$ cat src/rtl/flbec_pkg.sv
// Package with the constants and types of the flash bank erase control.
package flbec_pkg;

  localparam int unsigned CORE_CLK_KHZ = 40000;

  // Control register bit positions.
  localparam int unsigned WE_BIT    = 0;
  localparam int unsigned EE_BIT    = 1;
  localparam int unsigned BUSY_BIT  = 2;
  localparam int unsigned FAULT_BIT = 3;
  localparam int unsigned VOK_BIT   = 4;
  localparam int unsigned PLEN_LSB  = 5;
  localparam int unsigned BANK_LSB  = 8;
  localparam int unsigned HOLD_BIT  = 15;

  // Flash address bits that name the bank of a location.
  localparam int unsigned ADDR_W        = 18;
  localparam int unsigned ADDR_BANK_LSB = 16;

  // Unlock wait, a least time, rounded up to whole cycles.
  localparam int unsigned UNLOCK_WAIT_NS  = 10000;
  localparam int unsigned UNLOCK_WAIT_CYC =
    (UNLOCK_WAIT_NS * CORE_CLK_KHZ + 999999) / 1000000;
  localparam int unsigned WAIT_W = 9;
  localparam logic [WAIT_W-1:0] WAIT_LOAD =
    WAIT_W'(UNLOCK_WAIT_CYC - 1);

  localparam int unsigned CNT_W = 20;

  // Reset values of the control fields.
  localparam logic       WE_RST   = 1'b0;
  localparam logic       EE_RST   = 1'b0;
  localparam logic [1:0] PLEN_RST = 2'h0;
  localparam logic [1:0] BANK_RST = 2'h0;
  localparam logic       HOLD_RST = 1'b0;

  typedef enum logic [1:0] {
    MODE_STANDARD,
    MODE_ARMED,
    MODE_UNLOCK_WAIT,
    MODE_WRITING
  } flbec_mode_e;

  typedef struct packed {
    logic              ctl_wr;
    logic [15:0]       ctl_wdata;
    logic              mem_wr;
    logic [ADDR_W-1:0] mem_addr;
    logic [15:0]       mem_wdata;
  } flbec_cpu_s;

  typedef struct packed {
    logic       hold;
    logic [1:0] bank;
    logic [1:0] plen;
    logic       ee;
    logic       we;
  } flbec_ctl_s;

endpackage : flbec_pkg

$ cat src/rtl/flbec_pulse_tmr.sv
// Erase pulse timer that counts core clock cycles.
`timescale 1ns/1ps
`default_nettype none
module flbec_pulse_tmr (
  input  wire logic                       core_clk,
  input  wire logic                       rstn,
  input  wire logic                       start,
  input  wire logic                       abort,
  input  wire logic [flbec_pkg::CNT_W-1:0] len,
  output logic                            busy,
  output logic                            done
);
  import flbec_pkg::*;

  logic [CNT_W-1:0] cnt_q;
  logic [CNT_W-1:0] cnt_d;
  logic             busy_q;
  logic             busy_d;
  logic             done_q;
  logic             done_d;

  always_comb begin
    cnt_d  = cnt_q;
    busy_d = busy_q;
    done_d = 1'b0;
    if (abort) begin
      busy_d = 1'b0;
      cnt_d  = '0;
    end else if (start && !busy_q) begin
      busy_d = 1'b1;
      cnt_d  = len;
    end else if (busy_q) begin
      cnt_d = cnt_q - CNT_W'(1);
      if (cnt_q == CNT_W'(1)) begin
        busy_d = 1'b0;
        done_d = 1'b1;
      end
    end
  end

  always_ff @(posedge core_clk or negedge rstn) begin
    if (!rstn) begin
      cnt_q  <= '0;
      busy_q <= 1'b0;
      done_q <= 1'b0;
    end else begin
      cnt_q  <= cnt_d;
      busy_q <= busy_d;
      done_q <= done_d;
    end
  end

  assign busy = busy_q;
  assign done = done_q;

endmodule : flbec_pulse_tmr
`default_nettype wire

$ cat src/rtl/flbec_ctrl.sv
// Flash bank erase control: unlock, control register and erase sequencing.
`timescale 1ns/1ps
`default_nettype none
module flbec_ctrl #(
  parameter int unsigned PULSE_CYC_0 = 128,
  parameter int unsigned PULSE_CYC_1 = 2048,
  parameter int unsigned PULSE_CYC_2 = 32768,
  parameter int unsigned PULSE_CYC_3 = 524288
) (
  input  wire logic                  core_clk,
  input  wire logic                  rstn,
  input  wire flbec_pkg::flbec_cpu_s cpu,
  input  wire logic                  vpp_ok_pin,
  output logic [15:0]                ctl_rdata,
  output logic                       writing_mode,
  output logic                       erase_active,
  output logic [1:0]                 erase_bank,
  output logic                       erase_verify_mode,
  output logic                       non_verify_mode
);
  import flbec_pkg::*;

  flbec_mode_e       mode_q;
  flbec_mode_e       mode_d;
  flbec_ctl_s        ctl_q;
  flbec_ctl_s        ctl_d;
  logic [WAIT_W-1:0] wait_q;
  logic [WAIT_W-1:0] wait_d;
  logic              verify_q;
  logic              verify_d;
  logic              fault_q;
  logic              fault_d;
  logic [15:0]       rdata_q;
  logic [15:0]       rdata_d;
  logic              vpp_meta_q;
  logic              vpp_q;
  logic              start;
  logic              abort;
  logic              busy;
  logic              done;
  logic [CNT_W-1:0]  len;

  // The supply comparator is asynchronous to the core clock.
  always_ff @(posedge core_clk or negedge rstn) begin
    if (!rstn) begin
      vpp_meta_q <= 1'b0;
      vpp_q      <= 1'b0;
    end else begin
      vpp_meta_q <= vpp_ok_pin;
      vpp_q      <= vpp_meta_q;
    end
  end

  always_comb begin
    case (ctl_q.plen)
      2'h0:    len = CNT_W'(PULSE_CYC_0);
      2'h1:    len = CNT_W'(PULSE_CYC_1);
      2'h2:    len = CNT_W'(PULSE_CYC_2);
      default: len = CNT_W'(PULSE_CYC_3);
    endcase
  end

  always_comb begin
    mode_d   = mode_q;
    ctl_d    = ctl_q;
    wait_d   = wait_q;
    verify_d = verify_q;
    fault_d  = fault_q;
    start    = 1'b0;
    abort    = 1'b0;
    case (mode_q)
      MODE_STANDARD: begin
        if (cpu.ctl_wr) begin
          mode_d = MODE_ARMED;
        end
      end
      MODE_ARMED: begin
        if (cpu.mem_wr) begin
          if (cpu.mem_addr[15:0] == cpu.mem_wdata) begin
            mode_d = MODE_UNLOCK_WAIT;
            wait_d = WAIT_LOAD;
          end else begin
            mode_d = MODE_STANDARD;
          end
        end
      end
      MODE_UNLOCK_WAIT: begin
        // Control writes are locked out until the wait is over.
        if (wait_q == '0) begin
          mode_d = MODE_WRITING;
        end else begin
          wait_d = wait_q - WAIT_W'(1);
        end
      end
      MODE_WRITING: begin
        if (cpu.ctl_wr) begin
          ctl_d.we = cpu.ctl_wdata[WE_BIT];
          ctl_d.hold = cpu.ctl_wdata[HOLD_BIT];
          // Pulse shape and bank stay frozen while a pulse runs.
          if (!busy) begin
            ctl_d.ee   = cpu.ctl_wdata[EE_BIT];
            ctl_d.plen = cpu.ctl_wdata[PLEN_LSB +: 2];
            ctl_d.bank = cpu.ctl_wdata[BANK_LSB +: 2];
          end
          if (!cpu.ctl_wdata[WE_BIT]) begin
            verify_d = 1'b0;
            abort    = busy;
          end
          if (!cpu.ctl_wdata[HOLD_BIT] && !busy) begin
            mode_d = MODE_STANDARD;
            ctl_d  = '{HOLD_RST, BANK_RST, PLEN_RST, EE_RST, WE_RST};
          end
        end else if (cpu.mem_wr && ctl_q.we && ctl_q.ee && !busy &&
                     cpu.mem_addr[ADDR_BANK_LSB +: 2] == ctl_q.bank) begin
          start    = 1'b1;
          verify_d = 1'b0;
          fault_d  = 1'b0;
        end
        if (done) begin
          verify_d = 1'b1;
        end
      end
      default: begin
        mode_d = MODE_STANDARD;
      end
    endcase
    // Placed last so that a supply drop in the clearing cycle still counts.
    if ((busy || start) && !vpp_q) begin
      fault_d = 1'b1;
    end
    // Status positions are never loaded from write data.
    rdata_d           = '0;
    rdata_d[WE_BIT]   = ctl_q.we;
    rdata_d[EE_BIT]   = ctl_q.ee;
    rdata_d[BUSY_BIT] = busy;
    rdata_d[FAULT_BIT] = fault_q;
    rdata_d[VOK_BIT]  = vpp_q;
    rdata_d[PLEN_LSB +: 2] = ctl_q.plen;
    rdata_d[BANK_LSB +: 2] = ctl_q.bank;
    rdata_d[HOLD_BIT] = ctl_q.hold;
  end

  always_ff @(posedge core_clk or negedge rstn) begin
    if (!rstn) begin
      mode_q   <= MODE_STANDARD;
      ctl_q    <= '{HOLD_RST, BANK_RST, PLEN_RST, EE_RST, WE_RST};
      wait_q   <= '0;
      verify_q <= 1'b0;
      fault_q  <= 1'b0;
      rdata_q  <= '0;
    end else begin
      mode_q   <= mode_d;
      ctl_q    <= ctl_d;
      wait_q   <= wait_d;
      verify_q <= verify_d;
      fault_q  <= fault_d;
      rdata_q  <= rdata_d;
    end
  end

  flbec_pulse_tmr u_tmr (
    .core_clk (core_clk),
    .rstn     (rstn),
    .start    (start),
    .abort    (abort),
    .len      (len),
    .busy     (busy),
    .done     (done)
  );

  assign ctl_rdata         = rdata_q;
  assign writing_mode      = (mode_q == MODE_WRITING);
  assign erase_active      = busy;
  assign erase_bank        = ctl_q.bank;
  assign erase_verify_mode = verify_q;
  assign non_verify_mode   = writing_mode && !ctl_q.we;

  unlock_gate_a: assert property (
    @(posedge core_clk) disable iff (!rstn)
    start |-> $past(mode_q == MODE_WRITING) || mode_q == MODE_WRITING)
    else $error("Erase started outside writing mode.");
  unlock_wait_a: assert property (
    @(posedge core_clk) disable iff (!rstn)
    mode_q == MODE_ARMED && mode_d == MODE_UNLOCK_WAIT |=>
    (mode_q == MODE_UNLOCK_WAIT)[*8])
    else $error("Unlock wait ended too early.");
  config_nostart_a: assert property (
    @(posedge core_clk) disable iff (!rstn)
    cpu.ctl_wr |-> !start)
    else $error("Control write started a pulse.");
  we_gate_a: assert property (
    @(posedge core_clk) disable iff (!rstn)
    start |-> ctl_q.we && ctl_q.ee)
    else $error("Erase started without enable and select.");
  bank_match_a: assert property (
    @(posedge core_clk) disable iff (!rstn)
    start |-> cpu.mem_addr[ADDR_BANK_LSB +: 2] == ctl_q.bank)
    else $error("Erase started outside the selected bank.");
  // An abort clears write-enable at the same edge that drops busy.
  busy_len_a: assert property (
    @(posedge core_clk) disable iff (!rstn)
    start |=> (erase_active || !ctl_q.we)[*8])
    else $error("Busy dropped early.");
  verify_entry_a: assert property (
    @(posedge core_clk) disable iff (!rstn)
    done && !cpu.ctl_wr |=> erase_verify_mode)
    else $error("Verify mode not entered after pulse.");
  fault_set_a: assert property (
    @(posedge core_clk) disable iff (!rstn)
    erase_active && !vpp_q |=> fault_q)
    else $error("Supply fault not flagged.");
  vok_mirror_a: assert property (
    @(posedge core_clk) disable iff (!rstn)
    1'b1 |=> ctl_rdata[VOK_BIT] == $past(vpp_q))
    else $error("Voltage-ok bit wrong.");
  // A pulse that ends in the same cycle still wins verify mode.
  nonverify_a: assert property (
    @(posedge core_clk) disable iff (!rstn)
    writing_mode && cpu.ctl_wr && !cpu.ctl_wdata[WE_BIT] && !done |=>
    !erase_verify_mode && !erase_active)
    else $error("Clearing enable left verify or pulse on.");
  hold_keep_a: assert property (
    @(posedge core_clk) disable iff (!rstn)
    writing_mode && ctl_q.hold && !cpu.ctl_wr |=> writing_mode)
    else $error("Writing mode left while hold set.");

endmodule : flbec_ctrl
`default_nettype wire

$ cat config.mk
export PLATFORM = sky130hd
export DESIGN_NAME = flbec_ctrl
export DESIGN_NICKNAME = d
export VERILOG_FILES = /design/src/rtl/flbec_pkg.sv /design/src/rtl/flbec_pulse_tmr.sv /design/src/rtl/flbec_ctrl.sv
export SDC_FILE = /design/constraint.sdc
export NUM_CORES = 1
export LEC_CHECK = 0
export ABC_AREA = 1
export BUFFER_PORTS_ARGS = -buffer_cell sky130_fd_sc_hd__clkbuf_2
export CORE_MARGIN = 5
export CORE_UTILIZATION = 30
export DETAILED_ROUTE_END_ITERATION = 6
export PLACE_DENSITY = 0.63
export SLEW_MARGIN = 20
export SYNTH_ARGS = -nofsm -noshare
export SYNTH_HDL_FRONTEND = slang
export SYNTH_SLANG_ARGS = --single-unit
$ cat constraint.sdc
create_clock -name core_clk -period 1.8 [get_ports core_clk]
set_clock_uncertainty 0.2 [all_clocks]
set_input_delay 0.36 -clock core_clk [delete_from_list [all_inputs] [get_ports core_clk]]
set_output_delay 0.36 -clock core_clk [all_outputs]
set_load 0.03 [all_outputs]
==> results.md <==
- Max-slew headroom: between 60% and 70%
- Synthesis Warnings: 0
- First-pass GRT wire length: 13190 um
- Clk pin slew, worst setup/hold paths: 100 ps
- Lkg Pwr: around 2.3 nW
- Top FF cell, synth: dfrtp_1
- Most frequent cell after synthesis: nand2_1
- Avg WL per Cell: approximately 11 um
- Area delta synth->final: 28.09%
- Peak supply drop: 0.0003709 V
- Crit path required time: 1790 ps
- Post-layout min period: 1739 ps
- Critical path class: flop to flop
- Hold depth: 3
- Total track usage: 12.05%
- Vias in the first global route: 2982
- Iteration-0 DRC Markers: 144
- Die Span X: 114.5 um
- Residual DRC: 0
- Hold EP: ctl_q[1]$_DFFE_PN0P_
- I/O pins: 77
- FF-to-FF End: u_tmr.cnt_q[0]$_DFFE_PN0P_
- Post-Syn Area: 3274 um^2
- FP Rows: 38
- Hold/Removal Path Class: input pin to flop
- CTS root buf: clkbuf_8
- Startpoint Class: flop
- Ant. Diodes: 0
- P_int: 0.002015 W
- IO buf count: 61
- Worst reg-to-reg path cell count: 10
- Comb pwr share: 26.9%
- Largest net degree at the start of global routing: 55
- Max-capacitance violation count: 0
- FF-to-FF Start: mode_q[0]$_DFFE_PN0P_
- Fillers: ~1100
- CTS tree: done
- Share of post-route cells with drive strength above 1: 25.69%
- Mean Syn Cell Area: 6.879 um^2
- Initial core utilization: 30.47%
- Post-synthesis cell type count: 32
- Final WL: around 7900 um
- Vias/cell: around 4.6
- Total CTS buffers: 5
- Final hold vios: 0
- Sw Pwr: 0.001042 W
- Ys async rst share: 100.0%
- Sink Count: 54
- Final setup vio count: 0
- Antenna violations before repair: 0
- HP Start: cpu[36]
- Pins over their slew limit: 0
- EDFF count, synth: 0
- Area leader, netlist: dfrtp_1
- Number of nets still failing antenna checks after routing: 0
- Die H: about 110 um
- CTS max path bufs: 2
- Post-synth top area share: around 41%
- Core footprint: 10750 um^2
- Status: completed
- PnR worst setup slack: 61.11 ps
- Cell count after synthesis: 476
- Crit path DAT: 1730 ps
- Htree depth: 2
- Core Util, Final: 39.03%
- Post-synthesis register bit count: 54
- Sequential fraction of the synthesis area: 41.27%
- Net Sw Frac: between 30% and 40%
- Top cells by count, synth: nand2_1, inv_1, nor2_1, dfrtp_1, nand3_1
- Dpl cell area: around 4000 um^2
- Ranking of synthesized cells by area: dfrtp_1, nand2_1, inv_1, nor2_1, nand3_1
- R2R setup slack: 60 ps
- PwrDens: 728.9 nW/um^2
- Flop pwr share: 48.6%
- Vias: 3285
- Clock share of power: roughly a quarter
- Setup crit end kind: flop
- RSZ-0062 raised after global routing: true
- Die ar.: 13100 um^2
- DP HPWL: 6075 um
- Nets: between 600 and 700
- GPL Wtd Cong: 0.8822
- 1st-pass router iterations: 5
- Least-Margin Pin Slew: ~560 ps
- Later-pin clock latency in the skew report: 310 ps
- Grt ovf: 0
- Place WS: -44.04 ps
- Period utilization: 96.60%
- Post-route cell area: 4194 um^2
- CP max FO: 6
- Max Fclk: 575.1 MHz
==> cell families after synthesis <==
kind of cell    count (synthesis)  share of synthesized area [%]
simple gates                  287                          38.14
xor+xnor                        3                         0.8026
compound gates                 39                          6.152
buf+inv                        89                          12.38
other cells                     1                         0.1145
fa+ha+maj                       3                          1.146
flops                          54                          41.27
==> layout make-up <==
cell class              instances  area, um^2  area share [%]
repair buffers                100       636.9           15.18
well taps                     140       175.2           4.177
inverters                      76       296.5           7.070
multi-input cells             338        1628           38.81
flip-flops and latches         54        1353           32.25
clock buffers                   7       96.34           2.297
clock inverters                 1       8.758          0.2088
==> metrics by stage <==
stage                     hold WS (ps)  setup TNS, ps  total power (W)  instances
after floorplan                 -135.6              0         0.001998        481
after global placement           131.3              0         0.002223        698
after detailed placement         135.5         -318.9         0.002248        698
after CTS                        72.48              0         0.003008        708
after global routing             88.74         -541.0         0.003273        716
final                            75.93              0         0.003057        716
==> sequential cells by signal, indices dropped and copies added, names as in the netlist, named ones only <==
name               flops
u_tmr.cnt_q           20
ctl_rdata             10
wait_q                 9
ctl_q                  5
erase_bank             2
erase_verify_mode      1
fault_q                1
mode_q                 1
u_tmr.busy             1
u_tmr.done             1
vpp_meta_q             1
vpp_q                  1
==> worst max path at each step <==
stage / slack (ps) / cells past startpoint / to / startpoint
floorplan: 40 / 9 / u_tmr.cnt_q[2]$_DFFE_PN0P_ / u_tmr.busy$_DFF_PN0_
detailed placement: -40 / 9 / wait_q[6]$_DFFE_PN0P_ / wait_q[0]$_DFFE_PN0P_
finish: 60 / 10 / u_tmr.cnt_q[0]$_DFFE_PN0P_ / mode_q[0]$_DFFE_PN0P_
global placement: 10 / 11 / u_tmr.cnt_q[11]$_DFFE_PN0P_ / cpu[32]
global route: -80 / 11 / u_tmr.cnt_q[19]$_DFFE_PN0P_ / u_tmr.cnt_q[3]$_DFFE_PN0P_
CTS: 20 / 9 / u_tmr.cnt_q[16]$_DFFE_PN0P_ / u_tmr.cnt_q[1]$_DFFE_PN0P_
==> what timing repair did <==
action / in CTS / in global routing
hold buffers: 2 / 0
setup buffers: 0 / 8
pin swaps: 0 / 14
setup endpoints to repair: 8 / 32
resized for setup: 1 / 43
endpoints found under the hold margin: 55 / 0
==> metal layers <==
layer | up-vias | GRT usage [%] | share of wire (%) | routed length [um]
met5 | - | 0 | 0 | 0
met4 | 0 | 2.771 | 0.85 | 67
met2 | 50 | 20.57 | 49 | 3894
li1 | 1689 | - | - | -
met1 | 1541 | 15.74 | 46 | 3640
met3 | 5 | 2.326 | 3.9 | 310
==> worst max-delay path, stage by stage, from the launching register on <==
cell,delay [ps]
dfrtp_1,430
nand2_2,120
clkinv_4,90
nand3_2,60
nor2_2,100
nand2_2,90
nand2_4,110
clkinvlp_4,160
buf_4,170
nand2_1,40
o21ai_1,60
==> power groups by stage <==
stage	registers [W]	logic, W	clock network [W]
floorplan	0.00147	0.000527	0
CTS	0.00147	0.000765	0.000773
global placement	0.00149	0.000735	0
global route	0.00151	0.000937	0.000829
detailed placement	0.00149	0.000756	0
finish	0.00149	0.000823	0.000749
==> cells in the final DEF, fill, tap and decap left out, types with 4 or more instances in the layout <==
master    count
o21ai_1       6
buf_4        33
nand2_2      11
o21ai_0      17
nand4_1      22
clkbuf_8      7
clkbuf_2     60
nand2_1     125
conb_1        6
nand3b_1      5
nor2_1       59
nor3_1        7
inv_1        70
a21oi_1      12
nor2_2       12
nand2_4       4
nand3_1      33
dfrtp_1      53
(Power assumes the default switching activity.)
